<file path="config.mk">
export PLATFORM = sky130hd
export DESIGN_NAME = rcx_coex_prio
export DESIGN_NICKNAME = d
export VERILOG_FILES = /design/src/design/rcx_pkg.sv /design/src/design/rcx_timer_if.sv /design/src/design/rcx_prio_timer.sv /design/src/design/rcx_coex_prio.sv
export SDC_FILE = /design/constraint.sdc
export NUM_CORES = 1
export LEC_CHECK = 0
export BUFFER_PORTS_ARGS = -buffer_cell sky130_fd_sc_hd__buf_2
export CAP_MARGIN = 10
export CORE_ASPECT_RATIO = 1.5
export CORE_MARGIN = 2
export CORE_UTILIZATION = 29
export DETAILED_ROUTE_END_ITERATION = 6
export SLEW_MARGIN = 0
export SYNTH_ARGS = -nofsm -noshare
export SYNTH_HDL_FRONTEND = slang
export SYNTH_HIERARCHICAL = 1
export SYNTH_SLANG_ARGS = --single-unit
export TNS_END_PERCENT = 10
</file>
<file path="constraint.sdc">
create_clock -name mclk -period 2.43 [get_ports mclk]
set_input_delay 0.243 -clock mclk [delete_from_list [all_inputs] [get_ports mclk]]
set_output_delay 0.243 -clock mclk [all_outputs]
set_load 0.02 [all_outputs]
</file>
<file path="src/design/rcx_pkg.sv">
// Constants shared by the coexistence priority block: register map, field layout, reset values, timing.
// Assumes a 50 MHz master clock and byte addresses on the register port.
package rcx_pkg;

  // Timing
  localparam longint CLK_HZ      = 64'd50_000_000;
  localparam longint US_NS       = 64'd1_000;
  localparam longint CYC_PER_US  = (US_NS * CLK_HZ + 64'd999_999_999) / 64'd1_000_000_000;
  localparam logic [5:0] US_LAST = 6'(CYC_PER_US - 64'd1);

  // Register byte addresses
  localparam logic [31:0] ADDR_COEX_CTRL    = 32'h4000_0100;
  localparam logic [31:0] ADDR_PRIO_TIMING  = 32'h4000_0104;
  localparam logic [31:0] ADDR_PRIO_TABLE_A = 32'h4000_0108;
  localparam logic [31:0] ADDR_PRIO_TABLE_B = 32'h4000_010c;
  localparam logic [31:0] ADDR_CORE_CTRL2   = 32'h4000_0200;
  localparam logic [31:0] ADDR_COEX_STATUS  = 32'h4000_0110;

  // Coexistence control fields
  localparam int RX_MODE_LSB     = 20;
  localparam int TX_MODE_LSB     = 16;
  localparam int WLAN_TX_MSK_LSB = 6;
  localparam int WLAN_RX_MSK_LSB = 4;
  localparam int SYNC_GEN_BIT    = 1;
  localparam int COEXISTENCE_ENABLE_BIT     = 0;
  localparam logic [1:0] WLAN_TX_MSK_RST = 2'h0;
  localparam logic [1:0] WLAN_RX_MSK_RST = 2'h1;

  // Indication mode codes
  localparam logic [1:0] MODE_EXCL_PWRUP = 2'h0;
  localparam logic [1:0] MODE_INCL_PWRUP = 2'h1;
  localparam logic [1:0] MODE_HIGH_PRIO  = 2'h2;

  // Priority timing fields
  localparam int RX_THR_LSB = 24;
  localparam int TX_THR_LSB = 16;
  localparam int HOLD_LSB   = 8;
  localparam int LEAD_LSB   = 0;
  localparam logic [31:0] PRIO_TIMING_RST = 32'h0000_0000;

  // Priority table resets, one nibble per message kind, lowest nibble first
  localparam logic [3:0] RST_CONNECT_REQUEST  = 4'hf;
  localparam logic [3:0] RST_LINK_CONTROL     = 4'he;
  localparam logic [3:0] RST_DATA_CHANNEL     = 4'hd;
  localparam logic [3:0] RST_INITIATING_SCAN  = 4'ha;
  localparam logic [3:0] RST_ACTIVE_SCAN      = 4'h9;
  localparam logic [3:0] RST_CONN_ADVERTISING = 4'h8;
  localparam logic [3:0] RST_NONCONN_ADV      = 4'h4;
  localparam logic [3:0] RST_PASSIVE_SCAN     = 4'h3;
  localparam logic [3:0] RST_DEFAULT          = 4'h3;
  localparam logic [31:0] PRIO_TABLE_A_RST = {RST_PASSIVE_SCAN, RST_NONCONN_ADV, RST_CONN_ADVERTISING,
                                              RST_ACTIVE_SCAN, RST_INITIATING_SCAN, RST_DATA_CHANNEL,
                                              RST_LINK_CONTROL, RST_CONNECT_REQUEST};
  localparam int DEFAULT_LSB = 28;

  // Core control 2 and status fields
  localparam int SRC_SEL_BIT     = 17;
  localparam int STAT_TX_BIT     = 0;
  localparam int STAT_RX_BIT     = 1;
  localparam int STAT_PTI_LSB    = 4;
  localparam int TABLE_ENTRIES   = 8;

  // Timer states
  typedef enum logic [2:0] {
    TMR_IDLE = 3'b001,
    TMR_LEAD = 3'b010,
    TMR_HOLD = 3'b100
  } rcx_tmr_e;

endpackage : rcx_pkg

</file>
<file path="src/design/rcx_timer_if.sv">
// Interface between the priority control and one lead/hold timer.
// Assumes both ends run on the same master clock.
`timescale 1ns/1ps
interface rcx_timer_if;
  logic       en;
  logic       armed;
  logic       high;
  logic [6:0] leadUs;
  logic [6:0] holdUs;
  logic       prio;

  modport ctrl  (output en, armed, high, leadUs, holdUs, input prio);
  modport timer (input en, armed, high, leadUs, holdUs, output prio);
endinterface : rcx_timer_if

</file>
<file path="src/design/rcx_prio_timer.sv">
// Lead delay and hold timer for one direction of the priority indication.
// Assumes the control end keeps its inputs synchronous to mclk.
`timescale 1ns/1ps
module rcx_prio_timer (
  input  wire logic     mclk,
  input  wire logic     arst_n,
  rcx_timer_if.timer    tif
);

  rcx_pkg::rcx_tmr_e state;
  rcx_pkg::rcx_tmr_e next_state;
  logic              enPrev;
  logic [5:0]        cycCnt;
  logic [6:0]        usCnt;
  logic              usTick;
  logic              enRise;

  assign usTick = (cycCnt == rcx_pkg::US_LAST);
  assign enRise = tif.en && !enPrev;
  assign tif.prio = (state == rcx_pkg::TMR_HOLD);

  always_comb begin
    next_state = state;
    case (state)
      rcx_pkg::TMR_IDLE: begin
        if (enRise && tif.armed && tif.high) begin
          next_state = (tif.leadUs == 7'h00) ? rcx_pkg::TMR_HOLD : rcx_pkg::TMR_LEAD;
        end
      end
      rcx_pkg::TMR_LEAD: begin
        if (!tif.armed || !tif.en) begin
          next_state = rcx_pkg::TMR_IDLE;
        end else if (usTick && usCnt == tif.leadUs - 7'h01) begin
          next_state = rcx_pkg::TMR_HOLD;
        end
      end
      rcx_pkg::TMR_HOLD: begin
        if (!tif.armed) begin
          next_state = rcx_pkg::TMR_IDLE;
        end else if (tif.holdUs == 7'h00) begin
          if (!tif.en) begin
            next_state = rcx_pkg::TMR_IDLE;
          end
        end else if (usTick && usCnt == tif.holdUs - 7'h01) begin
          next_state = rcx_pkg::TMR_IDLE;
        end
      end
      default: next_state = rcx_pkg::TMR_IDLE;
    endcase
  end

  always_ff @(posedge mclk or negedge arst_n) begin
    if (!arst_n) begin
      state  <= rcx_pkg::TMR_IDLE;
      enPrev <= 1'b0;
    end else begin
      state  <= next_state;
      enPrev <= tif.en;
    end
  end

  // Microsecond counting restarts on every state change
  always_ff @(posedge mclk or negedge arst_n) begin
    if (!arst_n) begin
      cycCnt <= 6'h00;
      usCnt  <= 7'h00;
    end else if (next_state != state || state == rcx_pkg::TMR_IDLE) begin
      cycCnt <= 6'h00;
      usCnt  <= 7'h00;
    end else if (usTick) begin
      cycCnt <= 6'h00;
      usCnt  <= usCnt + 7'h01;
    end else begin
      cycCnt <= cycCnt + 6'h01;
    end
  end

endmodule : rcx_prio_timer

</file>
<file path="src/design/rcx_coex_prio.sv">
// Coexistence priority signalling: register file, message priority table, thresholds and line drive.
// Assumes a register master that follows the one-cycle strobe protocol and inputs synchronous to mclk.
`timescale 1ns/1ps
// Notes on behaviour
// - In Rx indicator mode, Rx priority high only when indication exceeds Rx threshold.
// - In Tx indicator mode, Tx priority high only when indication exceeds Tx threshold.
// - Indicator mode keeps priority asserted for the programmed hold time in microseconds.
// - A hold time of zero keeps priority until the matching enable falls.
// - Priority appears the programmed lead delay in microseconds after enable rises.
// - Passive scan priority in table A bits 31:28, resets to 3.
// - Non-connectable advertising priority in bits 27:24, resets to 4.
// - Connectable advertising priority in bits 23:20, resets to 8.
// - Active scan priority in bits 19:16, resets to 9.
// - Initiating scan priority in bits 15:12, resets to A.
// - Data channel priority in bits 11:8, resets to D.
// - Link control procedure priority in bits 7:4, resets to E.
// - Connection request response priority in bits 3:0, resets to F.
// - Default priority in table B bits 31:28, resets to 3, for other kinds.
// - Source select 0 uses table value, 1 uses the core's dynamic value.
// - Mode code 10 selects the high priority indicator with threshold and timing.
// - Coexistence lines driven only while the coexistence enable bit is set.
module rcx_coex_prio (
  input  wire logic        mclk,
  input  wire logic        arst_n,
  input  wire logic [31:0] regAddr,
  input  wire logic [31:0] regWdata,
  input  wire logic        regWrite,
  input  wire logic        regRead,
  output logic      [31:0] regRdata,
  input  wire logic        txEnable,
  input  wire logic        rxEnable,
  input  wire logic [3:0]  msgKind,
  input  wire logic [3:0]  dynPriority,
  output logic      [3:0]  priorityIndication,
  output logic             coexTx,
  output logic             coexRx,
  output logic             txPriorityHigh,
  output logic             rxPriorityHigh
);

  // Coexistence control fields
  logic [1:0] rxIndicationMode;
  logic [1:0] txIndicationMode;
  logic [1:0] wlanTxMask;
  logic [1:0] wlanRxMask;
  logic       syncGenEnable;
  logic       coexistenceEnable;

  // Timing, table and source select
  logic [31:0] coexPriorityTimingControl;
  logic [31:0] messagePriorityTableA;
  logic [3:0]  prioDefault;
  logic        prioSourceSelect;

  // Derived values
  logic [4:0] rxPriorityThreshold;
  logic [4:0] txPriorityThreshold;
  logic [6:0] priorityHoldTime;
  logic [6:0] priorityLeadDelay;
  logic [3:0] tablePriority;
  logic [3:0] next_priority;
  logic       txIndicator;
  logic       rxIndicator;
  logic       next_coexTx;
  logic       next_coexRx;
  logic [31:0] next_rdata;

  rcx_timer_if txTif ();
  rcx_timer_if rxTif ();

  function automatic logic [3:0] table_lookup(input logic [3:0]  kind,
                                              input logic [31:0] tableA,
                                              input logic [3:0]  dflt);
    logic [3:0] result;
    result = dflt;
    if (kind < 4'(rcx_pkg::TABLE_ENTRIES)) begin
      result = tableA[{kind[2:0], 2'b00} +: 4];
    end
    return result;
  endfunction : table_lookup

  function automatic logic exceeds(input logic [3:0] prio, input logic [4:0] thr);
    return {1'b0, prio} > thr;
  endfunction : exceeds

  assign rxPriorityThreshold = coexPriorityTimingControl[rcx_pkg::RX_THR_LSB +: 5];
  assign txPriorityThreshold = coexPriorityTimingControl[rcx_pkg::TX_THR_LSB +: 5];
  assign priorityHoldTime    = coexPriorityTimingControl[rcx_pkg::HOLD_LSB +: 7];
  assign priorityLeadDelay   = coexPriorityTimingControl[rcx_pkg::LEAD_LSB +: 7];

  assign txIndicator = (txIndicationMode == rcx_pkg::MODE_HIGH_PRIO);
  assign rxIndicator = (rxIndicationMode == rcx_pkg::MODE_HIGH_PRIO);

  // Coexistence control register
  always_ff @(posedge mclk or negedge arst_n) begin
    if (!arst_n) begin
      rxIndicationMode  <= rcx_pkg::MODE_EXCL_PWRUP;
      txIndicationMode  <= rcx_pkg::MODE_EXCL_PWRUP;
      wlanTxMask        <= rcx_pkg::WLAN_TX_MSK_RST;
      wlanRxMask        <= rcx_pkg::WLAN_RX_MSK_RST;
      syncGenEnable     <= 1'b0;
      coexistenceEnable <= 1'b0;
    end else if (regWrite && regAddr == rcx_pkg::ADDR_COEX_CTRL) begin
      rxIndicationMode  <= regWdata[rcx_pkg::RX_MODE_LSB +: 2];
      txIndicationMode  <= regWdata[rcx_pkg::TX_MODE_LSB +: 2];
      wlanTxMask        <= regWdata[rcx_pkg::WLAN_TX_MSK_LSB +: 2];
      wlanRxMask        <= regWdata[rcx_pkg::WLAN_RX_MSK_LSB +: 2];
      syncGenEnable     <= regWdata[rcx_pkg::SYNC_GEN_BIT];
      coexistenceEnable <= regWdata[rcx_pkg::COEXISTENCE_ENABLE_BIT];
    end
  end

  // Priority timing register, reserved bits kept at zero
  always_ff @(posedge mclk or negedge arst_n) begin
    if (!arst_n) begin
      coexPriorityTimingControl <= rcx_pkg::PRIO_TIMING_RST;
    end else if (regWrite && regAddr == rcx_pkg::ADDR_PRIO_TIMING) begin
      coexPriorityTimingControl <= '0;
      coexPriorityTimingControl[rcx_pkg::RX_THR_LSB +: 5] <= regWdata[rcx_pkg::RX_THR_LSB +: 5];
      coexPriorityTimingControl[rcx_pkg::TX_THR_LSB +: 5] <= regWdata[rcx_pkg::TX_THR_LSB +: 5];
      coexPriorityTimingControl[rcx_pkg::HOLD_LSB +: 7]   <= regWdata[rcx_pkg::HOLD_LSB +: 7];
      coexPriorityTimingControl[rcx_pkg::LEAD_LSB +: 7]   <= regWdata[rcx_pkg::LEAD_LSB +: 7];
    end
  end

  // Message priority table
  always_ff @(posedge mclk or negedge arst_n) begin
    if (!arst_n) begin
      messagePriorityTableA <= rcx_pkg::PRIO_TABLE_A_RST;
    end else if (regWrite && regAddr == rcx_pkg::ADDR_PRIO_TABLE_A) begin
      messagePriorityTableA <= regWdata;
    end
  end

  always_ff @(posedge mclk or negedge arst_n) begin
    if (!arst_n) begin
      prioDefault <= rcx_pkg::RST_DEFAULT;
    end else if (regWrite && regAddr == rcx_pkg::ADDR_PRIO_TABLE_B) begin
      prioDefault <= regWdata[rcx_pkg::DEFAULT_LSB +: 4];
    end
  end

  always_ff @(posedge mclk or negedge arst_n) begin
    if (!arst_n) begin
      prioSourceSelect <= 1'b0;
    end else if (regWrite && regAddr == rcx_pkg::ADDR_CORE_CTRL2) begin
      prioSourceSelect <= regWdata[rcx_pkg::SRC_SEL_BIT];
    end
  end

  // Priority indication selection
  always_comb begin
    tablePriority = table_lookup(msgKind, messagePriorityTableA, prioDefault);
    next_priority = prioSourceSelect ? dynPriority : tablePriority;
    if (!coexistenceEnable) begin
      next_priority = 4'h0;
    end
  end

  always_ff @(posedge mclk or negedge arst_n) begin
    if (!arst_n) begin
      priorityIndication <= 4'h0;
    end else begin
      priorityIndication <= next_priority;
    end
  end

  // Timer hookup
  assign txTif.en     = txEnable;
  assign txTif.armed  = coexistenceEnable && txIndicator;
  assign txTif.high   = exceeds(priorityIndication, txPriorityThreshold);
  assign txTif.leadUs = priorityLeadDelay;
  assign txTif.holdUs = priorityHoldTime;

  assign rxTif.en     = rxEnable;
  assign rxTif.armed  = coexistenceEnable && rxIndicator;
  assign rxTif.high   = exceeds(priorityIndication, rxPriorityThreshold);
  assign rxTif.leadUs = priorityLeadDelay;
  assign rxTif.holdUs = priorityHoldTime;

  rcx_prio_timer txTimer (
    .mclk   (mclk),
    .arst_n (arst_n),
    .tif    (txTif)
  );

  rcx_prio_timer rxTimer (
    .mclk   (mclk),
    .arst_n (arst_n),
    .tif    (rxTif)
  );

  // Coexistence line drive
  always_comb begin
    next_coexTx = 1'b0;
    next_coexRx = 1'b0;
    if (coexistenceEnable) begin
      if (txIndicator) begin
        next_coexTx = txTif.prio;
      end else if (txIndicationMode == rcx_pkg::MODE_EXCL_PWRUP ||
                   txIndicationMode == rcx_pkg::MODE_INCL_PWRUP) begin
        next_coexTx = txEnable;
      end
      if (rxIndicator) begin
        next_coexRx = rxTif.prio;
      end else if (rxIndicationMode == rcx_pkg::MODE_EXCL_PWRUP ||
                   rxIndicationMode == rcx_pkg::MODE_INCL_PWRUP) begin
        next_coexRx = rxEnable;
      end
    end
  end

  always_ff @(posedge mclk or negedge arst_n) begin
    if (!arst_n) begin
      coexTx         <= 1'b0;
      coexRx         <= 1'b0;
      txPriorityHigh <= 1'b0;
      rxPriorityHigh <= 1'b0;
    end else begin
      coexTx         <= next_coexTx;
      coexRx         <= next_coexRx;
      txPriorityHigh <= coexistenceEnable && txIndicator && txTif.prio;
      rxPriorityHigh <= coexistenceEnable && rxIndicator && rxTif.prio;
    end
  end

  // Register read path
  always_comb begin
    next_rdata = 32'h0000_0000;
    if (regAddr == rcx_pkg::ADDR_COEX_CTRL) begin
      next_rdata[rcx_pkg::RX_MODE_LSB +: 2]     = rxIndicationMode;
      next_rdata[rcx_pkg::TX_MODE_LSB +: 2]     = txIndicationMode;
      next_rdata[rcx_pkg::WLAN_TX_MSK_LSB +: 2] = wlanTxMask;
      next_rdata[rcx_pkg::WLAN_RX_MSK_LSB +: 2] = wlanRxMask;
      next_rdata[rcx_pkg::SYNC_GEN_BIT]         = syncGenEnable;
      next_rdata[rcx_pkg::COEXISTENCE_ENABLE_BIT]          = coexistenceEnable;
    end else if (regAddr == rcx_pkg::ADDR_PRIO_TIMING) begin
      next_rdata = coexPriorityTimingControl;
    end else if (regAddr == rcx_pkg::ADDR_PRIO_TABLE_A) begin
      next_rdata = messagePriorityTableA;
    end else if (regAddr == rcx_pkg::ADDR_PRIO_TABLE_B) begin
      next_rdata[rcx_pkg::DEFAULT_LSB +: 4] = prioDefault;
    end else if (regAddr == rcx_pkg::ADDR_CORE_CTRL2) begin
      next_rdata[rcx_pkg::SRC_SEL_BIT] = prioSourceSelect;
    end else if (regAddr == rcx_pkg::ADDR_COEX_STATUS) begin
      next_rdata[rcx_pkg::STAT_TX_BIT]       = txPriorityHigh;
      next_rdata[rcx_pkg::STAT_RX_BIT]       = rxPriorityHigh;
      next_rdata[rcx_pkg::STAT_PTI_LSB +: 4] = priorityIndication;
    end
  end

  always_ff @(posedge mclk or negedge arst_n) begin
    if (!arst_n) begin
      regRdata <= 32'h0000_0000;
    end else if (regRead) begin
      regRdata <= next_rdata;
    end else begin
      regRdata <= 32'h0000_0000;
    end
  end

endmodule : rcx_coex_prio

</file>
==> flow_metrics.py, run 1 <==
metrics = {
    "outcome": {
        "status": "finished, final reports clean",
    },
    "clocking": {
        "cts.clk_slew.worst_paths_ps": 70,
        "cts_buffers": 17,
        "cts_buffer_depth": 2,
        "htreeDepth": 4,
        "cts_setup_buffers": 0,
        "clock-sinks": 145,
        "cts-root-buf": "clkbuf_16",
        "tritoncts": "built",
        "clock_latency_ps": 450,
    },
    "critical_path": {
        "start_kind": "register",
        "r2r_slack_ps": 110,
        "r2r-end": "txTimer/usCnt[1]$_DFFE_PN0P_",
        "ff2ff_path_depth": 7,
        "endpoint_kind": "register",
        "worst-endpoint-arrival_ps": 2650,
        "rr_startpoint": "coexPriorityTimingControl[2]$_DFFE_PN0P_",
        "worstPathRequired_ps": 2760,
        "criticalPathCategory": "reg -> reg",
        "crit_path_max_fanout": 13,
    },
    "detailed_routing": {
        "dr.pass1.iters": 5,
        "remaining_drc_errors": 0,
        "wire_per_inst_microns": 19.04,
        "wl_mm": 23.36,
        "vias": 6191,
        "viasPerCell": 5.046,
        "first_iter_violations": 304,
        "detail-route-antenna-nets": 0,
    },
    "synth": {
        "ys.flop_type": "dfrtp_1",
        "async_flop_share": 1.000,
        "synth_area_sq_mm": 0.008150,
        "postSynthCellCount": 718,
        "synth_seq_area_share": 0.4487,
        "synth_warnings": 6,
        "synth_seq_cells": 145,
        "synth_area_per_cell_sq_um": 11.35,
        "synth_cell_types": 70,
        "syn-num-nets": 818,
        "synth_edf_count": 0,
    },
    "power_and_ir_drop": {
        "fin_total_pwr_w": 0.005303,
        "leakage_nw": 4.696,
        "power_density_mw_per_mm2": 528.0,
        "ir_drop_v": 0.0003538,
    },
    "layout": {
        "num-fill-cells": 2772,
        "finalInstanceArea_sq_mm": 0.01004,
        "antenna_cells": 0,
        "mostFrequentLayoutCell": "dfrtp_1",
        "final_core_util": 0.3616,
        "mostFrequentLayoutCells": "dfrtp_1 (121), buf_2 (116), nor2_1 (54)",
        "drive_above_1_share": 0.3916,
        "final_nets": 968,
        "syn_to_final_growth_pct": 23.23,
    },
    "die": {
        "die_w_microns": 140.9,
        "dieArea_sq_mm": 0.02949,
        "die_y_microns": 209.3,
        "core_sq_mm": 0.02778,
        "rows": 75,
        "pin_count": 118,
        "start_util": 0.2934,
    },
    "sta": {
        "max_freq_mhz": 430.9,
        "fin_crit_sh": 0.9551,
        "worst_hold_slack_ps": 23.61,
        "fin_skew_ps": 14.24,
        "drv_slew": 0,
        "setup_ws_ps": 109.1,
        "min_period_ps": 2321,
        "hold_violations": 0,
        "finalSetupViolCount": 0,
        "rsz0062_at_grt": "false",
        "worst_pin_slew_ps": 542.2,
        "slew_headroom": 0.6385,
    },
    "place": {
        "dp_hpwl_mm": 17.80,
        "placed_area_sq_mm": 0.009384,
        "gp_congestion": 0.8663,
        "post-place-ws_ps": -105.5,
        "io_buffers": 117,
    },
    "grt": {
        "grt_overflow_total": 0,
        "grt_max_degree": 45,
        "grt_antenna_before_repair": 0,
        "grt_pass1_wl_mm": 36.50,
        "grt_pass1_vias": 6635,
        "grt_use_total": 0.1622,
    },
    "flow_run": {
        "drv_cap": 0,
    },
    "hold_path": {
        "holdPathEnd": "messagePriorityTableA[23]$_DFFE_PN1P_",
        "hp-start": "regWdata[23]",
        "min_path_type": "in -> reg",
        "worstHoldPathCells": 2,
    },
}
sequential cells by signal, summed over array words and instances, names as in the netlist, 2 cells and up:
register	flops
coexPriorityTimingControl	24
messagePriorityTableA	32
prioDefault	4
priorityIndication	4
regRdata	32
rxIndicationMode	2
rxTimer/cycCnt	6
rxTimer/state	3
rxTimer/usCnt	7
txIndicationMode	2
txTimer/cycCnt	6
txTimer/state	3
txTimer/usCnt	7
wlanRxMask	2
wlanTxMask	2
Yosys cell counts, types with 3 or more instances:
cell      number  area [sq um]
mux2i_1        4         40.04
a21oi_1       15         75.07
or2_2          4         25.02
dfrtp_1      122          3053
ha_1          22         275.3
and3_1        15         93.84
a32oi_1        7         61.31
nand4_1       11         68.82
o21ai_0       13         65.06
nand2b_1       4         25.02
o211ai_1       7         52.55
dfstp_2       23         604.3
nor2_1        54         202.7
and2_1         5         31.28
or3_1          5         31.28
nand3_1       18         90.09
mux2_2        46         518.0
xnor2_1       35         306.5
mux2_4        33         495.5
a22oi_1       18         135.1
buf_6          9         101.4
clkbuf_1      17         63.81
nand3b_1       4         30.03
xor2_1        22         192.7
nor3_1        18         90.09
nor3_2        11         110.1
mux4_2         8         180.2
a21boi_0       4         30.03
nand2_1       36         135.1
nor2b_1        7         43.79
nor4_1        25         156.4
inv_1         34         127.6
nor3b_1        7         52.55
or4_4          3         33.78
nor4b_1        5         43.79
cells by family after synthesis:
kind of cell	after synthesis	share of synthesized area
xor gates and xnor gates	57	0.06125
DFF	145	0.4487
muxes	91	0.1514
buffers and inverters	66	0.04191
and+or+nand+nor	253	0.1845
AOI/OAI and AO/OA	84	0.07845
adders and majority gates	22	0.03377
layout make-up:
| cell class | count | area (sq um) | area share |
|---|---|---|---|
| repair buffers | 163 | 1045 | 0.1040 |
| clock buffers | 17 | 425.4 | 0.04236 |
| well taps | 346 | 432.9 | 0.04310 |
| inverters | 34 | 127.6 | 0.01271 |
| multi-input cells | 507 | 4190 | 0.4172 |
| flip-flops and latches | 145 | 3659 | 0.3643 |
| clock inverters | 15 | 163.9 | 0.01632 |
power breakdown:
group | total [W] | switching [W] | leakage (nW) | internal [W]
clock | 0.00266 | 0.00120 | 0.286 | 0.00146
sequential | 0.00242 | 0.000000247 | 1.94 | 0.00242
combinational | 0.000222 | 0.000139 | 2.47 | 0.0000824
layer usage:
| metal | wire length [microns] | global-route usage | share of wire | vias to the layer above |
|---|---|---|---|---|
| met5 | 0 | 0 | 0 | - |
| met4 | 629 | 0.07000 | 0.027 | 0 |
| met3 | 595 | 0.02327 | 0.025 | 33 |
| met2 | 13030 | 0.3097 | 0.56 | 137 |
| met1 | 9111 | 0.1761 | 0.39 | 3112 |
| li1 | - | - | - | 2909 |
metrics by stage:
stage	std cells	TNS (ps)
after floorplan	718	0
after global placement	1192	-28.58
after detailed placement	1192	-1194
after CTS	1227	0
after global routing	1227	0
final	1227	0
critical path: stages (launching register included):
cell	delay, ps
dfrtp_1	370
or3_4	410
or4_4	440
a2111oi_4	400
nand4b_2	190
a22oi_4	180
buf_12	170
nor3_1	60
repair_timing:
| item | CTS | global route |
|---|---|---|
| hold buffers | 3 | 0 |
| pin swaps | 0 | 1 |
| resized for setup | 2 | 7 |
| setup endpoints to repair | 13 | 26 |
| hold endpoints to repair | 37 | 0 |
worst max-delay path by stage:
stage	startpoint	to	slack (ps)	cells after the start
after global routing	coexPriorityTimingControl[8]$_DFFE_PN0P_	rxTimer/usCnt[1]$_DFFE_PN0P_	7	10
after global placement	coexPriorityTimingControl[8]$_DFFE_PN0P_	rxTimer/usCnt[1]$_DFFE_PN0P_	-20	10
after floorplan	coexPriorityTimingControl[2]$_DFFE_PN0P_	txTimer/usCnt[2]$_DFFE_PN0P_	50	7
final	coexPriorityTimingControl[2]$_DFFE_PN0P_	txTimer/usCnt[1]$_DFFE_PN0P_	110	7
after CTS	coexPriorityTimingControl[8]$_DFFE_PN0P_	rxTimer/usCnt[1]$_DFFE_PN0P_	60	10
after detailed placement	coexPriorityTimingControl[8]$_DFFE_PN0P_	rxTimer/usCnt[2]$_DFFE_PN0P_	-110	10
(Power assumes the default switching activity.)
==> run 2: changes to the inputs <==
- HOLD_SLACK_MARGIN: not set -> 0.15
==> flow_metrics.py, run 2 (synthesized netlist as in run 1, its figures left out) <==
metrics = {
    "outcome": {
        "status": "finished, final reports clean",
    },
    "sta": {
        "finalSetupViolCount": 0,
        "fin_skew_ps": 12.09,
        "setup_tns_ps": 0,
        "rsz0062_at_grt": "true",
        "slew_headroom": 0.6277,
        "fin_crit_sh": 0.9600,
        "setup_ws_ps": 97.29,
        "hold_violations": 0,
        "min_period_ps": 2333,
        "max_freq_mhz": 428.7,
        "drv_slew": 0,
        "worst_pin_slew_ps": 558.5,
    },
    "die": {
        "pin_count": 118,
        "core_sq_mm": 0.02778,
        "dieArea_sq_mm": 0.02949,
        "rows": 75,
        "die_y_microns": 209.3,
        "start_util": 0.2934,
        "die_w_microns": 140.9,
    },
    "grt": {
        "grt_max_degree": 45,
        "grt_antenna_before_repair": 0,
        "grt_pass1_wl_mm": 37.02,
        "grt_overflow_total": 0,
        "grt_use_total": 0.1640,
        "grt_pass1_vias": 6762,
    },
    "detailed_routing": {
        "detail-route-antenna-nets": 0,
        "wire_per_inst_microns": 18.67,
        "dr.pass1.iters": 4,
        "vias": 6329,
        "wl_mm": 23.60,
        "remaining_drc_errors": 0,
        "viasPerCell": 5.007,
        "first_iter_violations": 313,
    },
    "place": {
        "post-place-ws_ps": -105.5,
        "placed_area_sq_mm": 0.009384,
        "io_buffers": 117,
        "gp_congestion": 0.8663,
        "dp_hpwl_mm": 17.80,
    },
    "hold_path": {
        "min_path_type": "in -> reg",
    },
    "power_and_ir_drop": {
        "clock_power_share": 0.498,
        "pwr-share-seq": 0.452,
        "leakage_nw": 4.850,
        "p_int_w": 0.003999,
        "pwr-share-comb": 0.050,
        "power_density_mw_per_mm2": 513.3,
        "p_sw_w": 0.001347,
        "ir_drop_v": 0.0003516,
        "switching_share": 0.2520,
    },
    "critical_path": {
        "start_kind": "register",
        "worst-endpoint-arrival_ps": 2650,
        "endpoint_kind": "register",
        "worstPathRequired_ps": 2750,
        "crit_path_max_fanout": 13,
        "criticalPathCategory": "reg -> reg",
    },
    "clocking": {
        "cts.clk_slew.worst_paths_ps": 70,
        "cts_buffer_depth": 2,
        "clock_latency_ps": 440,
        "htreeDepth": 4,
        "cts_buffers": 17,
        "clock-sinks": 145,
        "cts_setup_buffers": 0,
        "tritoncts": "built",
        "cts-root-buf": "clkbuf_16",
    },
    "layout": {
        "finalInstanceArea_sq_mm": 0.01041,
        "final_nets": 1005,
        "syn_to_final_growth_pct": 27.77,
        "mostFrequentLayoutCell": "dfrtp_1",
        "mostFrequentLayoutCells": "dfrtp_1 (121), buf_2 (116), nor2_1 (54)",
        "drive_above_1_share": 0.3758,
        "antenna_cells": 0,
        "reg.largest.list": "messagePriorityTableA x32, regRdata x32, coexPriorityTimingControl x24",
    },
    "flow_run": {
        "drv_cap": 0,
    },
}
==> run 2: changes by cell type in the layout (fill, tap and decap cells not counted), sizes merged <==
cell,previous run,this run
dlygate4sd3,3,40
==> run 2: final timing paths <==
path / slack, ps / end / start / depth (start not counted)
setup reg to reg: 100 / txTimer/usCnt[6]$_DFFE_PN0P_ / coexPriorityTimingControl[8]$_DFFE_PN0P_ / 10
hold reg to reg: 510 / wlanTxMask[1]$_DFFE_PN0P_ / wlanTxMask[1]$_DFFE_PN0P_ / 1
max in group asynchronous: 1420 / messagePriorityTableA[13]$_DFFE_PN1P_ / arst_n / 3
min in group asynchronous: 310 / regRdata[4]$_DFF_PN0_ / arst_n / 2
setup / recovery: 100 / txTimer/usCnt[6]$_DFFE_PN0P_ / coexPriorityTimingControl[8]$_DFFE_PN0P_ / 10
hold / removal: 200 / priorityIndication[2]$_DFF_PN0_ / msgKind[3] / 4
==> run 2: routing by layer <==
metal  global-route usage  up-vias  wire length, microns  share of wire
li1                     -     2988                     -              -
met1               0.1779     3160                  9150           0.39
met2               0.3144      139                 13130           0.56
met3              0.02259       42                   587          0.025
met4              0.07000        0                   733          0.031
met5                    0        -                     0              0
==> run 2: critical path, stage by stage (launching register included) <==
cell and delay [ps]:
dfrtp_1 340, buf_4 170, inv_1 70, ha_1 240, xnor2_1 150, xnor2_1 140, nor4_1 340, nand4_1 270
a22oi_4 260, buf_12 170, nor3_1 60
==> run 2: metrics by stage <==
stage	hold WS [ps]	total power (W)	instances	utilization
2_1_floorplan	-52.59	0.002512	718	-
3_3_place_gp	197.7	0.002681	1192	0.3378
3_5_place_dp	199.7	0.002683	1192	0.3378
4_1_cts	186.5	0.005394	1264	0.3739
5_1_grt	227.3	0.005511	1264	0.3749
6_report	201.4	0.005345	1264	0.3749
==> run 2: area by class of cell <==
type / count / area, sq um
multi-input cells: 507 / 4190
fillers: 2736 / 17360
flip-flops and latches: 145 / 3659
inverters: 34 / 127.6
clock inverters: 15 / 163.9
repair buffers: 200 / 1415
clock buffers: 17 / 425.4
well taps: 346 / 432.9
==> run 2: power groups by stage <==
stage,Combinational (W),Sequential (W),Clock (W)
floorplan,0.0000505,0.00246,0
global placement,0.000220,0.00246,0
detailed placement,0.000222,0.00246,0
CTS,0.000273,0.00242,0.00270
global route,0.000294,0.00242,0.00280
finish,0.000267,0.00242,0.00266
==> run 2: what timing repair did <==
item	CTS	global route
hold buffers	40	0
hold endpoints to repair	182	0
endpoints found under the setup margin	13	26
gates resized for setup	2	7
==> run 3: changes to the inputs <==
- BUFFER_PORTS_ARGS: -buffer_cell sky130_fd_sc_hd__buf_2 -> -buffer_cell sky130_fd_sc_hd__buf_4
==> flow_metrics.py, run 3 (synthesized netlist as in run 1, its figures left out) <==
metrics = {
    "outcome": {
        "status": "finished, final reports clean",
    },
    "layout": {
        "syn_to_final_growth_pct": 31.32,
        "mostFrequentLayoutCells": "buf_4 (147), dfrtp_1 (122), nor2_1 (54)",
        "reg.largest.list": "messagePriorityTableA x32, regRdata x32, coexPriorityTimingControl x24",
        "final_nets": 1002,
        "seq_area_sq_mm": 0.003657,
        "multi_input_comb_area_sq_mm": 0.004195,
        "antenna_cells": 0,
        "drive_above_1_share": 0.3738,
        "mostFrequentLayoutCell": "buf_4",
        "num-fill-cells": 2706,
    },
    "critical_path": {
        "worstPathRequired_ps": 2750,
        "worst-endpoint-arrival_ps": 2600,
        "endpoint_kind": "register",
        "start_kind": "register",
        "crit_path_max_fanout": 13,
        "criticalPathCategory": "reg -> reg",
        "ff2ff_path_depth": 7,
    },
    "detailed_routing": {
        "vias": 6307,
        "wire_per_inst_microns": 18.67,
        "wl_mm": 23.55,
        "dr.pass1.iters": 5,
        "detail-route-antenna-nets": 0,
        "first_iter_violations": 306,
        "remaining_drc_errors": 0,
        "viasPerCell": 5.002,
    },
    "sta": {
        "min_period_ps": 2285,
        "hold_violations": 0,
        "drv_slew": 0,
        "finalSetupViolCount": 0,
        "max_freq_mhz": 437.6,
        "slew_headroom": 0.6546,
        "worst_pin_slew_ps": 510.9,
        "fin_skew_ps": 9.833,
        "setup_tns_ps": 0,
        "rsz0062_at_grt": "false",
        "fin_crit_sh": 0.9403,
    },
    "power_and_ir_drop": {
        "fin_total_pwr_w": 0.005415,
        "power_density_mw_per_mm2": 505.9,
        "leakage_nw": 4.910,
        "ir_drop_v": 0.0002823,
    },
    "die": {
        "start_util": 0.2934,
        "core_sq_mm": 0.02778,
        "rows": 75,
        "die_w_microns": 140.9,
        "die_y_microns": 209.3,
        "pin_count": 118,
        "dieArea_sq_mm": 0.02949,
    },
    "hold_path": {
        "worstHoldPathCells": 4,
        "min_path_type": "in -> reg",
    },
    "clocking": {
        "tritoncts": "built",
        "htreeDepth": 4,
        "clock_latency_ps": 440,
        "cts.clk_slew.worst_paths_ps": 70,
        "cts_buffers": 17,
        "cts_buffer_depth": 2,
        "cts-root-buf": "clkbuf_16",
        "clock-sinks": 145,
    },
    "grt": {
        "grt_max_degree": 53,
        "grt_pass1_wl_mm": 37.08,
        "grt_pass1_vias": 6766,
        "grt_use_total": 0.1642,
        "grt_antenna_before_repair": 0,
        "grt_overflow_total": 0,
    },
    "flow_run": {
        "drv_cap": 0,
    },
    "place": {
        "io_buffers": 117,
        "gp_congestion": 0.8439,
        "dp_hpwl_mm": 17.88,
    },
}
[run 3: final timing paths]
| path | from | endpoint | slack (ps) |
|---|---|---|---|
| worst max-delay path | coexPriorityTimingControl[2]$_DFFE_PN0P_ | txTimer/usCnt[0]$_DFFE_PN0P_ | 140 |
| worst min-delay path | msgKind[3] | priorityIndication[2]$_DFF_PN0_ | 180 |
| worst max register to register | coexPriorityTimingControl[2]$_DFFE_PN0P_ | txTimer/usCnt[0]$_DFFE_PN0P_ | 140 |
| worst min register to register | wlanTxMask[1]$_DFFE_PN0P_ | wlanTxMask[1]$_DFFE_PN0P_ | 510 |
| max in group asynchronous | arst_n | messagePriorityTableA[19]$_DFFE_PN1P_ | 1420 |
| min in group asynchronous | arst_n | regRdata[17]$_DFF_PN0_ | 310 |
[run 3: layout make-up]
type | count | area share
Sequential cell | 145 | 0.3417
Clock buffer | 18 | 0.04103
Multi-Input combinational cell | 507 | 0.3920
Inverter | 34 | 0.01192
Timing Repair Buffer | 197 | 0.1575
Tap cell | 346 | 0.04045
Clock inverter | 14 | 0.01543
[run 3: where the power goes]
group / total [W] / switching [W] / internal (W)
combinational: 0.000302 / 0.000148 / 0.000155
clock: 0.00269 / 0.00112 / 0.00157
sequential: 0.00242 / 0.000000255 / 0.00242
total: 0.00541 / 0.00127 / 0.00414
[run 3: repair_timing]
action | CTS | global route
hold buffers | 41 | 0
endpoints found under the hold margin | 125 | 0
setup buffers | 0 | 1
endpoints found under the setup margin | 0 | 28
gates resized for setup | 0 | 9
[run 3: per-layer routing]
layer | routed length (microns) | share of wire | GRT usage
met3 | 620 | 0.026 | 0.02533
met5 | 0 | 0 | 0
met4 | 948 | 0.040 | 0.07897
met2 | 13050 | 0.55 | 0.3107
met1 | 8931 | 0.38 | 0.1761
[run 3: worst max-delay path, cell delays in order (launching register included)]
cell       delay [ps]
dfrtp_1           370
or3_4             400
or4_4             440
a2111oi_4         350
nand4b_2          190
a22oi_4           180
buf_12            170
nor3_1             60
[run 3: stage by stage]
stage	instance area, sq um	util	hold slack, ps	worst slack, ps	instances
after floorplan	8150	-	-52.59	45.14	718
after global placement	9637	0.3469	213.5	61.48	1187
after detailed placement	9637	0.3469	219.1	47.47	1187
after CTS	10650	0.3835	159.6	27.22	1260
after global routing	10700	0.3853	192.0	7.337	1261
final	10700	0.3853	175.8	145.0	1261
